<file path="config.mk">
export PLATFORM = sky130hd
export DESIGN_NAME = cwd_watchdog
export DESIGN_NICKNAME = d
export VERILOG_FILES = /design/src/core/cwd_pkg.sv /design/src/core/cwd_cnt_if.sv /design/src/core/cwd_counter.sv /design/src/core/cwd_watchdog.sv
export VERILOG_INCLUDE_DIRS = /design/src /design/src/core
export SDC_FILE = /design/constraint.sdc
export NUM_CORES = 1
export LEC_CHECK = 0
export BUFFER_PORTS_ARGS = -buffer_cell sky130_fd_sc_hd__buf_2
export CORE_MARGIN = 3
export CORE_UTILIZATION = 60
export CTS_BUF_LIST = sky130_fd_sc_hd__clkbuf_8
export DETAILED_ROUTE_END_ITERATION = 10
export PLACE_DENSITY = 0.84
export SLEW_MARGIN = 40
export SYNTH_ARGS = -nofsm -noshare
export SYNTH_HDL_FRONTEND = slang
export SYNTH_HIERARCHICAL = 1
export SYNTH_SLANG_ARGS = --single-unit
</file>
<file path="constraint.sdc">
create_clock -name core_clk -period 6.4 [get_ports core_clk]
set_clock_uncertainty 0.05 [all_clocks]
set_input_delay 1.28 -clock core_clk [delete_from_list [all_inputs] [get_ports core_clk]]
set_output_delay 1.28 -clock core_clk [all_outputs]
set_load 0.02 [all_outputs]
</file>
<file path="src/core/cwd_defs.svh">
`ifndef CWD_DEFS_SVH
`define CWD_DEFS_SVH

// register address and power-on value
`define CWD_CTRL_ADDR 8'hC0
`define CWD_CTRL_RESET 8'h10

// field positions in wdog_control_reg
`define CWD_SCALE_HI 7
`define CWD_SCALE_LO 4
`define CWD_IRQ_BIT 3
`define CWD_FLAG_BIT 2
`define CWD_EN_BIT 1
`define CWD_UNLOCK_BIT 0

// timing: base period in crystal cycles, and the immediate-reset code
`define CWD_BASE_PERIOD 17'h00200
`define CWD_SCALE_RESET 4'h1
`define CWD_SCALE_IMMEDIATE 4'h8
`define CWD_COUNT_ALL_ONES 16'hFFFF
`define CWD_COUNT_ZERO 16'h0000
`define CWD_COUNT_ONE 16'h0001

`endif

</file>
<file path="src/core/cwd_pkg.sv">
package cwd_pkg;

   typedef enum logic [1:0] {
      CWD_ULK_IDLE,
      CWD_ULK_ARMING,
      CWD_ULK_OPEN
   } cwd_unlock_type;

   typedef struct packed {
      logic [2:0] xs;
      logic [3:0] scale;
      logic irq_mode;
      logic flag;
      logic en;
      cwd_unlock_type ulk;
      logic clear;
      logic [7:0] rdata;
      logic wreset;
      logic wirq;
   } cwd_state_type;

   typedef struct packed {
      logic [15:0] count;
      logic expired;
   } cwd_cnt_state_type;

endpackage : cwd_pkg

</file>
<file path="src/core/cwd_cnt_if.sv">
`timescale 1ns/1ps
interface cwd_cnt_if;
   logic tick;
   logic clear;
   logic [15:0] last;
   logic expired;
   logic [15:0] count;

   modport ctl (output tick, output clear, output last,
                input expired, input count);
   modport cnt (input tick, input clear, input last,
                output expired, output count);
endinterface : cwd_cnt_if

</file>
<file path="src/core/cwd_counter.sv">
`timescale 1ns/1ps
`include "cwd_defs.svh"
module cwd_counter #(
   parameter int WIDTH = 16
) (
   // clock and reset
   input wire logic core_clk,
   input wire logic rstn,
   // control from the watchdog
   cwd_cnt_if.cnt cnt
);
   import cwd_pkg::*;

   // the interface carries sixteen-bit counts only
   if (WIDTH != 16) begin : g_width_check
      $error("cwd_counter: WIDTH must be 16");
   end

   cwd_cnt_state_type q, n;

   always_comb begin
      n = q;
      n.expired = 1'b0;
      if (cnt.clear) begin
         n.count = `CWD_COUNT_ZERO;
      end else if (cnt.tick) begin
         if (q.count == cnt.last) begin
            n.expired = 1'b1;
            n.count = `CWD_COUNT_ZERO;
         end else begin
            n.count = q.count + `CWD_COUNT_ONE;
         end
      end
   end

   always_ff @(posedge core_clk or negedge rstn) begin
      if (!rstn) begin
         q <= '0;
      end else begin
         q <= n;
      end
   end

   assign cnt.count = q.count;
   assign cnt.expired = q.expired;

   ////////////////////////////////////////////////////////////////////////
   tick_only_a: assert property (
      @(posedge core_clk) disable iff (!rstn)
      (q.count != $past(q.count)) && !$past(cnt.clear) |-> $past(cnt.tick))
      else $error("count moved without a crystal tick");
   period_end_a: assert property (
      @(posedge core_clk) disable iff (!rstn)
      $rose(q.expired) |-> $past(q.count) == $past(cnt.last))
      else $error("expiry not at the selected terminal count");

endmodule : cwd_counter

</file>
<file path="src/core/cwd_watchdog.sv">
`timescale 1ns/1ps
`include "cwd_defs.svh"
// What this block does
// - cleared enable stops every timeout action
// - missed re-enable raises reset or interrupt, sets flag
// - sixteen-bit counter advances on crystal clock ticks
// - scale field sits in bits seven to four
// - timeout is two-to-scale times 512 crystal periods for scale codes 0 to 7
// - writes ignored unless unlock sequence precedes them
// - resets to 10H; bit set/clear supported
// - bit three routes expiry to high-priority interrupt
// - flag set on expiry, survives watchdog reset
// - enable restarts counter; cleared by listed events
// - write accepted only in instruction after unlock
module cwd_watchdog (
   // clock and reset
   input wire logic core_clk,
   input wire logic rstn,
   // crystal pin, asynchronous to core_clk
   input wire logic xtal_in,
   // special function register bus
   input wire logic [7:0] sfr_addr,
   input wire logic sfr_wr,
   input wire logic [7:0] sfr_wdata,
   input wire logic sfr_bit_wr,
   input wire logic [2:0] sfr_bit_idx,
   input wire logic sfr_bit_val,
   input wire logic sfr_instr_end,
   output logic [7:0] sfr_rdata_q,
   // system events
   input wire logic supply_monitor_irq,
   output logic wdt_reset_q,
   output logic wdt_irq_q
);
   import cwd_pkg::*;

   cwd_state_type q, n;
   cwd_cnt_if cnt_bus ();

   cwd_counter #(
      .WIDTH(16)
   ) u_counter (
      .core_clk(core_clk),
      .rstn(rstn),
      .cnt(cnt_bus)
   );

   ////////////////////////////////////////////////////////////////////////
   logic hit;
   logic any_wr;
   logic [7:0] cur;
   logic [7:0] newval;
   logic accept;
   logic arm;
   logic fire;
   logic [16:0] span;

   always_comb begin
      hit = (sfr_addr == `CWD_CTRL_ADDR);
      any_wr = hit && (sfr_wr || sfr_bit_wr);
      cur = {q.scale, q.irq_mode, q.flag, q.en, (q.ulk != CWD_ULK_IDLE)};
      newval = cur;
      if (sfr_wr) begin
         newval = sfr_wdata;
      end else if (sfr_bit_wr) begin
         newval[sfr_bit_idx] = sfr_bit_val;
      end
      accept = any_wr && (q.ulk == CWD_ULK_OPEN);
      // arm on bit 0 as written, never on its read-back of 1
      arm = hit && ((sfr_wr && sfr_wdata[`CWD_UNLOCK_BIT]) ||
            (sfr_bit_wr && sfr_bit_idx == 3'(`CWD_UNLOCK_BIT) &&
            sfr_bit_val));
      // reserved codes above the immediate one never time out
      fire = q.en && ((!q.scale[3] && cnt_bus.expired) ||
             (q.scale == `CWD_SCALE_IMMEDIATE));
      span = (`CWD_BASE_PERIOD << q.scale[2:0]) - 17'h00001;
   end

   always_comb begin
      n = q;
      n.xs = {q.xs[1:0], xtal_in};
      n.wreset = 1'b0;
      n.wirq = 1'b0;
      n.clear = 1'b0;
      // unlock window tracks instruction boundaries, not core cycles
      if (arm) begin
         n.ulk = CWD_ULK_ARMING;
      end else if (accept) begin
         n.ulk = CWD_ULK_IDLE;
      end else if (sfr_instr_end) begin
         unique case (q.ulk)
            CWD_ULK_ARMING: n.ulk = CWD_ULK_OPEN;
            CWD_ULK_OPEN: n.ulk = CWD_ULK_IDLE;
            CWD_ULK_IDLE: n.ulk = CWD_ULK_IDLE;
         endcase
      end
      if (accept) begin
         n.scale = newval[`CWD_SCALE_HI:`CWD_SCALE_LO];
         n.irq_mode = newval[`CWD_IRQ_BIT];
         n.flag = q.flag && newval[`CWD_FLAG_BIT];
         n.en = newval[`CWD_EN_BIT];
         n.clear = newval[`CWD_EN_BIT];
      end
      if (supply_monitor_irq) begin
         n.en = 1'b0;
      end
      if (fire) begin
         n.flag = 1'b1;
         n.clear = 1'b1;
         if (q.irq_mode && !q.scale[3]) begin
            n.wirq = 1'b1;
         end else begin
            n.wreset = 1'b1;
            n.en = 1'b0;
         end
      end
      if (!n.en) begin
         n.clear = 1'b1;
      end
      n.rdata = hit ? cur : 8'h00;
   end

   always_ff @(posedge core_clk or negedge rstn) begin
      if (!rstn) begin
         q <= '0;
         q.scale <= `CWD_SCALE_RESET;
      end else begin
         q <= n;
      end
   end

   // first sync stage feeds only the second; edge taken on stages 2 and 3
   assign cnt_bus.tick = q.xs[1] && !q.xs[2];
   assign cnt_bus.clear = q.clear;
   assign cnt_bus.last = q.scale[3] ? `CWD_COUNT_ALL_ONES : span[15:0];
   assign sfr_rdata_q = q.rdata;
   assign wdt_reset_q = q.wreset;
   // dedicated line so the core can bypass its global interrupt mask
   assign wdt_irq_q = q.wirq;

   ////////////////////////////////////////////////////////////////////////
   no_fire_off_a: assert property (
      @(posedge core_clk) disable iff (!rstn)
      (wdt_reset_q || wdt_irq_q) |-> $past(q.en))
      else $error("timeout action while disabled");
   expiry_flag_a: assert property (
      @(posedge core_clk) disable iff (!rstn)
      q.en && cnt_bus.expired && !q.scale[3] |=> q.flag && (wdt_reset_q ||
      wdt_irq_q))
      else $error("expiry did not act and set flag");
   scale_read_a: assert property (
      @(posedge core_clk) disable iff (!rstn)
      hit |=> sfr_rdata_q[7:4] == $past(q.scale))
      else $error("scale not read back in bits 7:4");
   locked_write_a: assert property (
      @(posedge core_clk) disable iff (!rstn)
      hit && sfr_wr && q.ulk != CWD_ULK_OPEN |=> $stable(q.scale) &&
      $stable(q.irq_mode))
      else $error("locked write changed the register");
   reset_value_a: assert property (
      @(posedge core_clk)
      $rose(rstn) |-> {q.scale, q.irq_mode, q.flag, q.en} == 7'h08)
      else $error("power-on value wrong");
   irq_route_a: assert property (
      @(posedge core_clk) disable iff (!rstn)
      q.en && q.irq_mode && cnt_bus.expired && !q.scale[3] |=>
      wdt_irq_q && !wdt_reset_q)
      else $error("interrupt mode gave a reset");
   flag_kept_a: assert property (
      @(posedge core_clk) disable iff (!rstn)
      wdt_reset_q |-> q.flag && !q.en ##1 q.flag)
      else $error("watchdog reset lost flag or kept enable");
   unlock_close_a: assert property (
      @(posedge core_clk) disable iff (!rstn)
      q.ulk == CWD_ULK_OPEN && sfr_instr_end && !any_wr |=>
      q.ulk == CWD_ULK_IDLE)
      else $error("unlock window outlived one instruction");
   immediate_a: assert property (
      @(posedge core_clk) disable iff (!rstn)
      q.en && q.scale == `CWD_SCALE_IMMEDIATE |=> wdt_reset_q)
      else $error("code 8 did not reset at once");
   flag_clear_a: assert property (
      @(posedge core_clk) disable iff (!rstn)
      accept && !newval[`CWD_FLAG_BIT] && !fire |=> !q.flag)
      else $error("software clear of the flag ignored");
   flag_hold_a: assert property (
      @(posedge core_clk) disable iff (!rstn)
      q.flag && !(accept && !newval[`CWD_FLAG_BIT]) |=> q.flag)
      else $error("flag dropped without a software clear");
   flag_set_only_a: assert property (
      @(posedge core_clk) disable iff (!rstn)
      !q.flag && !fire |=> !q.flag)
      else $error("flag set without an expiry");
   kick_clear_a: assert property (
      @(posedge core_clk) disable iff (!rstn)
      accept && newval[`CWD_EN_BIT] |=> cnt_bus.clear)
      else $error("enable write did not restart the counter");
   supply_off_a: assert property (
      @(posedge core_clk) disable iff (!rstn)
      supply_monitor_irq |=> !q.en)
      else $error("supply event left the watchdog enabled");
   wdog_off_a: assert property (
      @(posedge core_clk) disable iff (!rstn)
      !q.en |=> cnt_bus.clear)
      else $error("counter ran while disabled");
   reserved_quiet_a: assert property (
      @(posedge core_clk) disable iff (!rstn)
      q.scale > `CWD_SCALE_IMMEDIATE |=> !wdt_reset_q && !wdt_irq_q)
      else $error("reserved code timed out");
   arm_track_a: assert property (
      @(posedge core_clk) disable iff (!rstn)
      arm |=> q.ulk == CWD_ULK_ARMING)
      else $error("unlock write did not arm");
   window_open_a: assert property (
      @(posedge core_clk) disable iff (!rstn)
      q.ulk == CWD_ULK_ARMING && sfr_instr_end && !any_wr |=>
      q.ulk == CWD_ULK_OPEN)
      else $error("window did not open after the unlock");
   accept_write_a: assert property (
      @(posedge core_clk) disable iff (!rstn)
      hit && sfr_wr && q.ulk == CWD_ULK_OPEN |=>
      q.scale == $past(sfr_wdata[`CWD_SCALE_HI:`CWD_SCALE_LO]))
      else $error("unlocked write did not land");
   irq_flag_a: assert property (
      @(posedge core_clk) disable iff (!rstn)
      wdt_irq_q |-> q.flag)
      else $error("interrupt without the flag");
   tick_edge_a: assert property (
      @(posedge core_clk) disable iff (!rstn)
      cnt_bus.tick |=> !cnt_bus.tick)
      else $error("crystal tick longer than one cycle");
   reset_single_a: assert property (
      @(posedge core_clk) disable iff (!rstn)
      wdt_reset_q |=> !wdt_reset_q)
      else $error("reset request longer than one cycle");

endmodule : cwd_watchdog

</file>
---- Yosys cells after proc, flatten, opt, wreduce, memory -nomap -nowiden ----
Cells that the tools add are included.
word-level totals
  bits in latches ......................... 0
  memories kept ........................... 0
  bits in read-only memories .............. 0
  output and inout port bits .............. 10
  memory bits (writable) .................. 0
  register bits after elaboration ......... 40
operators by class
  divide/modulo/power cells ............... 0
  shift operators ......................... 1
  magnitude comparators ................... 2
  mux-type cells .......................... 26
  bitwise operators ....................... 0
  equality and inequality tests ........... 5
  multipliers ............................. 0
  reductions and logical operators ........ 26
  add/sub/neg operators ................... 2
operators by type and width
  operator                                                               number
  16-bit two-way mux                                                     3
  8-bit two-way mux                                                      3
  17-bit two-way mux                                                     1
  16-bit by 1-bit adder with 16-bit output, second input constant        1
  16-bit == test                                                         1
  10-bit by 3-bit << shifter with 16-bit output, first input constant    1
  16-bit by 1-bit subtractor with 16-bit output, second input constant   1
  1-bit logical AND                                                      12
  2-bit two-way mux                                                      6
  1-bit two-way mux                                                      10
  8-bit bitwise mux                                                      1
  8-bit == test, second input constant                                   1
  2-bit nonzero test                                                     4
  4-bit == test, second input constant                                   1
  3-bit by 4-bit < comparator with 1-bit output, second input constant   1
  2-bit one-hot mux with 2 select lines                                  1
  1-bit demux with 3-bit select                                          1
  3-bit by 1-bit >= comparator with 1-bit output, second input constant  1
  3-bit logical NOT                                                      1
  1-bit logical OR                                                       3
  3-bit nonzero test                                                     1
  2-bit by 1-bit == test with 1-bit output, second input constant        1
  2-bit == test, second input constant                                   1
  1-bit logical NOT                                                      2
  other kinds (3)                                                        3

---- Longest topological paths before layout ----
Gate-level depths: netlist (run 1).
  word-level depth ........................ 13
  depth in mapped cells ................... 10
  depth with buffers taken out ............ 7

---- By module ----
Netlist (run 1), hierarchy kept.
modules (own cells, without submodules)
  module        cells each  area each (um^2)  times used
  cwd_counter   133         1,171.1           1
  cwd_watchdog  118         1,171.1           1

---- Worst setup path after synthesis (run 1) ----
Ideal clock, no wire load.
  path kind ............................... input to register
  start ................................... input port sfr_addr[1]
  end ..................................... register q (netlist bit cur[7])
  stages on the path ...................... 5
  library setup time ...................... 0.088 ns
  arrival time ............................ 2.571 ns
  path slack .............................. 3.691 ns
  required time ........................... 6.262 ns
  path buffers ............................ 1
  cell sequence ........................... or4_4 nor4_4 buf_6 a21oi_1 a41oi_1
on the way
  cells in the longest elaborated chain, start to end .. 4
ends and longest elaborated chain
  element                        RTL line             RTL
  start: declaration             cwd_watchdog.sv:22   input wire logic [7:0] sfr_addr,
  8-bit == test (no line)        -
  1-bit logical AND              cwd_watchdog.sv:60   any_wr = hit && (sfr_wr || sfr_bit_wr);
  1-bit logical AND              cwd_watchdog.sv:68   accept = any_wr && (q.ulk == CWD_ULK_OPEN);
  2-bit AND reduction (no line)  -
  end signal: assignment         cwd_watchdog.sv:128  q <= n;
  end: declaration               cwd_watchdog.sv:37   cwd_state_type q, n;
Every way passes these cells.
A chain may end at the register's enable or synchronous reset.

---- Worst setup path in the final report (run 1) ----
  start ................................... register q (netlist bit cur[7])
  end ..................................... register u_counter.q (netlist bit u_counter/cnt.count[15])
on the way
  cells in the longest elaborated chain, start to end .. 5
ends and longest elaborated chain
  element                 RTL line             RTL
  16-bit two-way mux      cwd_watchdog.sv:135  assign cnt_bus.last = q.scale[3] ? `CWD_COUNT_ALL_ONES : span[15:0];
  via cnt_bus.last[12]    cwd_cnt_if.sv:5      logic [15:0] last;
  16-bit == test          cwd_counter.sv:27    if (q.count == cnt.last) begin
  16-bit two-way mux      cwd_counter.sv:27
  17-bit two-way mux      cwd_counter.sv:26    end else if (cnt.tick) begin
  16-bit two-way mux      cwd_counter.sv:24    if (cnt.clear) begin
  end signal: assignment  cwd_counter.sv:40    q <= n;
  end: declaration        cwd_counter.sv:19    cwd_cnt_state_type q, n;
The timed path passes the listed nets, and every way through them passes these cells. The select of a mux whose other input is x is not followed.

==> results.py, run 1 <==
metrics = {
    "run_status": {
        "status": "finished, final reports clean",
    },
    "final_layout": {
        "drive_gt1_frac": 0.1950,
        "n_antenna_cell": 0,
        "nNetsFinal": 309,
        "syn_to_final_growth_pct": 11.22,
        "post-route-util": 0.7010,
        "final_cell_area_sq_um": 2605,
    },
    "grt": {
        "grt_pass1_vias": 1709,
        "grt.overflow.total": 0,
        "grt_pass1_wl_um": 7941,
        "grt_util_all_layers": 0.2270,
        "grt_max_degree": 41,
        "antenna_found_initial": 0,
    },
    "power_and_ir_drop": {
        "power.switching_uw": 118.0,
        "power_density_nw_per_um2": 194.3,
        "p_sw_frac": 0.2331,
        "comb_power_share": 0.083,
        "clockPowerShare": 0.405,
        "leakagePower_nw": 1.301,
        "p_int_uw": 388.1,
        "ir_drop_v": 0.0001479,
        "seqPwrFrac": 0.512,
    },
    "logic_synthesis": {
        "synth.avg_cell_area_sq_um": 9.332,
        "ys_seq_area_frac": 0.4279,
        "synth_seq_cells": 40,
        "synth_ff_type": "dfrtp_1",
        "synth_cells": 251,
        "synth_edf_count": 0,
        "yosysWarnings": 6,
        "async_reset_ff_frac": 1.000,
        "synth_area_sq_um": 2342,
        "synth.distinct_cells": 58,
    },
    "clock_network": {
        "cts_resized": 0,
        "cts_setup_buffers": 0,
        "cts_tree": "built",
        "clk_path_buf_depth": 2,
        "root_buffer": "clkbuf_8",
        "clock_sinks": 40,
        "cts_buffers": 5,
        "clkTransAtPathRegs_ns": 0.08,
        "postCtsHoldBufs": 0,
        "htreeDepth": 2,
        "clk_latency_ns": 0.30,
    },
    "floorplan": {
        "pin_count": 37,
        "coreArea_sq_um": 3716,
        "rows": 22,
        "start_util": 0.6303,
        "die_height_um": 68.48,
        "die_w_um": 68.48,
        "dieArea_sq_um": 4690,
    },
    "setup_path": {
        "cp-end-kind": "flop",
        "arrival_ns": 3.32,
        "path_buf_inv": 0,
        "reg2reg_slack_ns": 3.22,
        "cpPeakStageDelay_ns": 0.68,
        "worstSetupPathType": "reg2reg",
        "critPathTopFamily": "simple AND/OR/NAND/NOR gates",
        "r2r_end": "u_counter/cnt.count[15]$_DFFE_PN0P_",
        "path_cells": "or2_2, or3_1, xor2_1, nor4_1, nand4_1, and3_1, a22o_1",
        "start_kind": "flop",
        "reg2regPathDepth": 7,
        "cp_data_required_time_ns": 6.53,
        "worstPathMaxFanout": 20,
        "critPathSlowestCell": "nand4_1",
        "reg2reg_from": "cur[7]$_DFFE_PN0P_",
    },
    "timing": {
        "setup-tns-final_ns": 0,
        "grt_setup_unrepaired": "false",
        "setup_ws_ns": 3.215,
        "setup_viol": 0,
        "fmax_mhz": 314.0,
        "relSlewSlack": 0.4642,
        "hold_viol_final": 0,
        "fin_crit_ns": 3.185,
        "slew_violations": 0,
        "finalCritPeriodShare": 0.4976,
        "tightest_slew_ns": 0.8013,
    },
    "placement": {
        "dpl_cell_area_sq_um": 2494,
        "portBuffers": 36,
        "place_ws_ns": 3.205,
        "dp_hpwl_um": 3432,
        "gp_congestion": 0.8286,
    },
    "route": {
        "drt-pass1-iter-count": 4,
        "drc": 0,
        "routed_wl_um": 4810,
        "num_vias": 1922,
        "vias_per_cell": 5.824,
        "ant_nets": 0,
        "drt_iter0_drc": 112,
        "wire_per_inst_um": 14.58,
    },
    "min_path": {
        "worstHoldStart": "n[21]$_DFF_PN0_",
        "min_to": "n[22]$_DFF_PN0_",
        "hold_depth": 0,
        "hp-class": "reg2reg",
    },
    "flow_run": {
        "cap_violations": 0,
    },
}
-- registers in the layout (all words and copies together) (netlist names) --
name / count
wdt_reset_q: 1
wdt_irq_q: 1
sfr_rdata_q: 8
cur: 7
u_counter/cnt.expired: 1
cnt_bus.clear: 1
u_counter/cnt.count: 16
q: 3
n: 2
-- routing by layer --
layer | routed length [um] | GRT usage | up-vias | part of all wire
met5 | 0 | 0 | - | 0
met4 | 36 | 0.06452 | 0 | 0.0075
met2 | 2234 | 0.3325 | 56 | 0.46
met1 | 2235 | 0.3271 | 908 | 0.46
li1 | - | - | 954 | -
met3 | 303 | 0.06076 | 4 | 0.063
-- placed cells by master (no fill, tap or decap), types with 2 or more instances in the layout --
| master | synthesis | final |
|---|---|---|
| dfrtp_1 | 39 | 39 |
| buf_2 | 4 | 35 |
| nand2_1 | 29 | 29 |
| nor2_1 | 18 | 18 |
| xor2_1 | 16 | 16 |
| a21oi_1 | 10 | 10 |
| nand3_1 | 10 | 10 |
| and2_1 | 9 | 9 |
| conb_1 | 1 | 9 |
| a22o_1 | 8 | 8 |
| a31o_1 | 7 | 7 |
| nor4_1 | 6 | 6 |
| inv_1 | 5 | 5 |
| o21ai_0 | 5 | 5 |
| clkbuf_8 | 0 | 5 |
| nor2b_1 | 4 | 4 |
| and3_1 | 4 | 4 |
| o21a_1 | 4 | 4 |
| a41oi_1 | 4 | 4 |
| nand2b_1 | 3 | 3 |
| nand4_1 | 3 | 3 |
| a21o_1 | 3 | 3 |
| a31oi_1 | 3 | 3 |
| o21ai_1 | 3 | 3 |
| nor3_1 | 2 | 2 |
| or3_1 | 2 | 2 |
| nand3b_1 | 2 | 2 |
| mux2i_1 | 2 | 2 |
-- Yosys cell counts (all sizes together) (2+ instances only) --
master   n  area [sq um]
a21o     3         22.52
a21oi   11         58.81
a22o     8         70.07
a31o     7         61.31
a31oi    3         18.77
a41oi    4         35.03
and2     9         56.30
and3     5         32.53
and4     2         20.02
buf     13         91.34
clkbuf   8         30.03
dfrtp   39         975.9
inv      5         18.77
mux2i    2         20.02
nand2   29         108.9
nand2b   3         18.77
nand3   11         60.06
nand3b   2         15.01
nand4    4         31.28
nor2    18         67.56
nor2b    4         25.02
nor3     2         10.01
nor4     7         58.81
o21a     4         30.03
o21ai    8         40.03
or3      2         12.51
or4      2         18.77
xor2    16         140.1
-- cells by family after synthesis --
kind of cell | after synthesis | share of synthesized area
compound gates | 59 | 0.1864
simple gates | 104 | 0.2441
flops | 40 | 0.4279
mux | 3 | 0.01335
other cells | 1 | 0.001601
xor+xnor | 16 | 0.05983
fa+ha+maj | 1 | 0.005341
buf+inv | 27 | 0.06143
-- power groups by stage --
stage / Combinational [mW] / Clock, mW / Sequential, mW
CTS: 0.0422 / 0.211 / 0.259
detailed placement: 0.0419 / 0 / 0.264
global placement: 0.0414 / 0 / 0.264
finish: 0.0421 / 0.205 / 0.259
floorplan: 0.0250 / 0 / 0.262
global route: 0.0476 / 0.222 / 0.259
-- worst max path at each step --
stage,end,from,depth (start not counted),slack (ns)
after floorplan,cur[7]$_DFFE_PN0P_,sfr_addr[1],5,3.69
after global placement,cur[1]$_DFF_PN0_,sfr_addr[1],5,3.25
after detailed placement,cur[1]$_DFF_PN0_,sfr_addr[1],5,3.20
after CTS,u_counter/cnt.count[15]$_DFFE_PN0P_,cur[7]$_DFFE_PN0P_,7,3.24
after global routing,u_counter/cnt.count[4]$_DFFE_PN0P_,cur[7]$_DFFE_PN0P_,7,3.07
final,u_counter/cnt.count[15]$_DFFE_PN0P_,cur[7]$_DFFE_PN0P_,7,3.22
-- cell type report --
class | count | area [sq um]
multi-input cells | 192 | 1226
fillers | 278 | 1111
flip-flops and latches | 40 | 1002
repair buffers | 36 | 182.7
clock buffers | 5 | 68.82
well taps | 48 | 60.06
clock inverters | 3 | 42.54
inverters | 6 | 22.52
-- worst reg2reg max path, cell delays in order, from the launching register on --
cell     delay, ns
dfrtp_1       0.47
or2_2         0.34
or3_1         0.33
xor2_1        0.15
nor4_1        0.24
nand4_1       0.68
and3_1        0.59
a22o_1        0.24
-- metrics by stage --
stage	power, mW	std cells	hold slack [ns]
after floorplan	0.2874	259	0.2812
after global placement	0.3052	322	0.2932
after detailed placement	0.3059	322	0.2925
after CTS	0.5120	330	0.3168
after global routing	0.5291	330	0.3197
final	0.5061	330	0.3102
No activity file was read; power rests on OpenSTA's default activity.
==> run 2, diff against run 1 <==
- CORE_UTILIZATION: 60 -> 59
- PLACE_DENSITY: 0.84 -> 0.83
- clock period: 6.4 -> 3.3 ns (I/O delays scaled with it)
==> run 2 against run 1 <==
Net effect: final cell count increased by 0.61%; first-iteration DRC count decreased by 8.9%; hold slack got worse by 0.036 ns; routed wire length decreased by 1.7%; power increased by 120%; critical path depth increased by 1; fmax increased by 26%; clock power increased to 2.7 times the previous value; register-to-register slack got worse by 2.5 ns; largest cell class unchanged.
==> results.py, run 2 (synthesized netlist as in run 1, its figures left out) <==
metrics = {
    "power_and_ir_drop": {
        "power.switching_uw": 225.9,
        "comb_power_share": 0.073,
        "ir_drop_v": 0.0003200,
        "power_density_nw_per_um2": 425.1,
        "p_sw_frac": 0.1992,
        "clockPowerShare": 0.484,
        "p_int_uw": 908.1,
        "leakagePower_nw": 1.334,
        "seqPwrFrac": 0.443,
    },
    "clock_network": {
        "clock_sinks": 40,
        "cts_setup_buffers": 0,
        "cts_tree": "built",
        "postCtsHoldBufs": 0,
        "clk_path_buf_depth": 2,
        "clkTransAtPathRegs_ns": 0.08,
        "clk_latency_ns": 0.30,
        "cts_resized": 0,
        "root_buffer": "clkbuf_8",
        "cts_buffers": 5,
        "htreeDepth": 2,
    },
    "setup_path": {
        "reg2reg_slack_ns": 0.76,
        "path_cells": "or2_2, or3_1, xor2_1, nor4_1, nand4_1, buf_4, and3_1, a22o_1",
        "cpPeakStageDelay_ns": 0.47,
        "cp_data_required_time_ns": 3.44,
        "reg2regPathDepth": 8,
        "start_kind": "flop",
        "cp-end-kind": "flop",
        "r2r_end": "u_counter/cnt.count[4]$_DFFE_PN0P_",
        "reg2reg_from": "cur[7]$_DFFE_PN0P_",
        "worstSetupPathType": "reg2reg",
        "worstPathMaxFanout": 20,
        "arrival_ns": 2.67,
        "critPathSlowestCell": "dfrtp_1",
    },
    "floorplan": {
        "start_util": 0.6257,
        "dieArea_sq_um": 4762,
        "pin_count": 37,
        "die_w_um": 69.01,
        "coreArea_sq_um": 3744,
        "rows": 22,
        "die_height_um": 69.01,
    },
    "grt": {
        "antenna_found_initial": 0,
        "busiest_layer": "met2",
        "grt_util_all_layers": 0.2106,
        "grt_pass1_vias": 1855,
        "grt_util_met1": 0.2876,
        "grt_max_degree": 41,
        "grt_use_met2": 0.3136,
        "grt.overflow.total": 0,
        "grt_pass1_wl_um": 8224,
        "grt.met3_usage": 0.05831,
    },
    "run_status": {
        "status": "finished, final reports clean",
    },
    "route": {
        "drt_iter0_drc": 102,
        "vias_per_cell": 5.741,
        "routed_wl_um": 4727,
        "ant_nets": 0,
        "drc": 0,
        "wire_per_inst_um": 14.24,
        "drt-pass1-iter-count": 5,
        "num_vias": 1906,
    },
    "timing": {
        "finalCritPeriodShare": 0.7686,
        "slew_violations": 0,
        "setup-tns-final_ns": 0,
        "fmax_mhz": 394.2,
        "fin_crit_ns": 2.536,
        "hold_viol_final": 0,
        "grt_setup_unrepaired": "false",
        "tightest_slew_ns": 0.6817,
        "hold_slack_ns": 0.2741,
        "setup_viol": 0,
        "relSlewSlack": 0.5421,
    },
    "final_layout": {
        "final_common_cell": "dfrtp_1",
        "final_cell_mix": "dfrtp_1 (39), buf_2 (35), nand2_1 (29), nor2_1 (18), xor2_1 (16)",
        "drive_gt1_frac": 0.2007,
        "syn_to_final_growth_pct": 13.89,
        "n_antenna_cell": 0,
        "nNetsFinal": 311,
        "instances_no_fill": 332,
        "largest_register_ffs": 16,
    },
    "min_path": {
        "hp-class": "in2async",
    },
    "placement": {
        "portBuffers": 36,
        "gp_congestion": 0.8638,
        "dp_cells": 324,
        "dp_hpwl_um": 3434,
    },
    "flow_run": {
        "cap_violations": 0,
    },
}
==> run 2: cell count changes in the layout (fill, tap and decap cells not counted), sizes merged <==
| cell | change |
|---|---|
| bufinv | +2 |
| clkinvlp | -1 |
| buf | +2 |
| clkinv | -1 |
==> run 2: critical path, delay by kind of cell (launching register included) <==
| family | cells | cell delay, ns |
|---|---|---|
| flip-flops | 1 | 0.47 |
| AO/OA/AOI/OAI | 1 | 0.23 |
| XOR/XNOR | 1 | 0.16 |
| buffers and inverters | 1 | 0.23 |
| AND/OR/NAND/NOR | 5 | 1.29 |
==> run 2: cell type report <==
cell class                 instances  area [sq um]
sequential                        40          1002
inverter                           6         22.52
multi-input combinational        192          1226
clock buffer                       5         68.82
tap                               48         60.06
fill                             312          1076
timing repair buffer              38         197.7
clock inverter                     3         90.09
==> run 2: worst max path at each step <==
| stage | start | end | slack (ns) | depth (start not counted) |
|---|---|---|---|---|
| finish | cur[7]$_DFFE_PN0P_ | u_counter/cnt.count[4]$_DFFE_PN0P_ | 0.76 | 8 |
| global route | cur[7]$_DFFE_PN0P_ | u_counter/cnt.count[13]$_DFFE_PN0P_ | 0.64 | 8 |
| CTS | cur[7]$_DFFE_PN0P_ | u_counter/cnt.count[4]$_DFFE_PN0P_ | 0.76 | 8 |
| detailed placement | sfr_addr[1] | cur[1]$_DFF_PN0_ | 0.75 | 5 |
| global placement | sfr_addr[1] | cur[1]$_DFF_PN0_ | 0.79 | 5 |
| floorplan | cur[7]$_DFFE_PN0P_ | u_counter/cnt.count[11]$_DFFE_PN0P_ | 0.95 | 9 |
==> run 2: power by group through the flow <==
stage	clock network [mW]	registers, mW	logic, mW
final	0.549	0.502	0.0826
after detailed placement	0	0.512	0.0823
after CTS	0.561	0.502	0.0830
after global routing	0.586	0.503	0.0937
after global placement	0	0.511	0.0807
after floorplan	0	0.509	0.0485
==> run 2: per-layer routing <==
| metal | vias up | wire length [um] |
|---|---|---|
| met4 | 0 | 80 |
| met5 | - | 0 |
| met1 | 887 | 2264 |
| met3 | 8 | 279 |
| met2 | 56 | 2103 |
| li1 | 955 | - |
==> run 2: per-stage QoR <==
step	worst slack [ns]	util	power, mW	cell area (sq um)
after global placement	0.7911	0.6695	0.5921	2506
after floorplan	0.9519	-	0.5574	2372
after global routing	0.6390	0.7126	1.183	2668
final	0.7635	0.7126	1.134	2668
after detailed placement	0.7504	0.6701	0.5939	2509
after CTS	0.7608	0.7126	1.146	2668
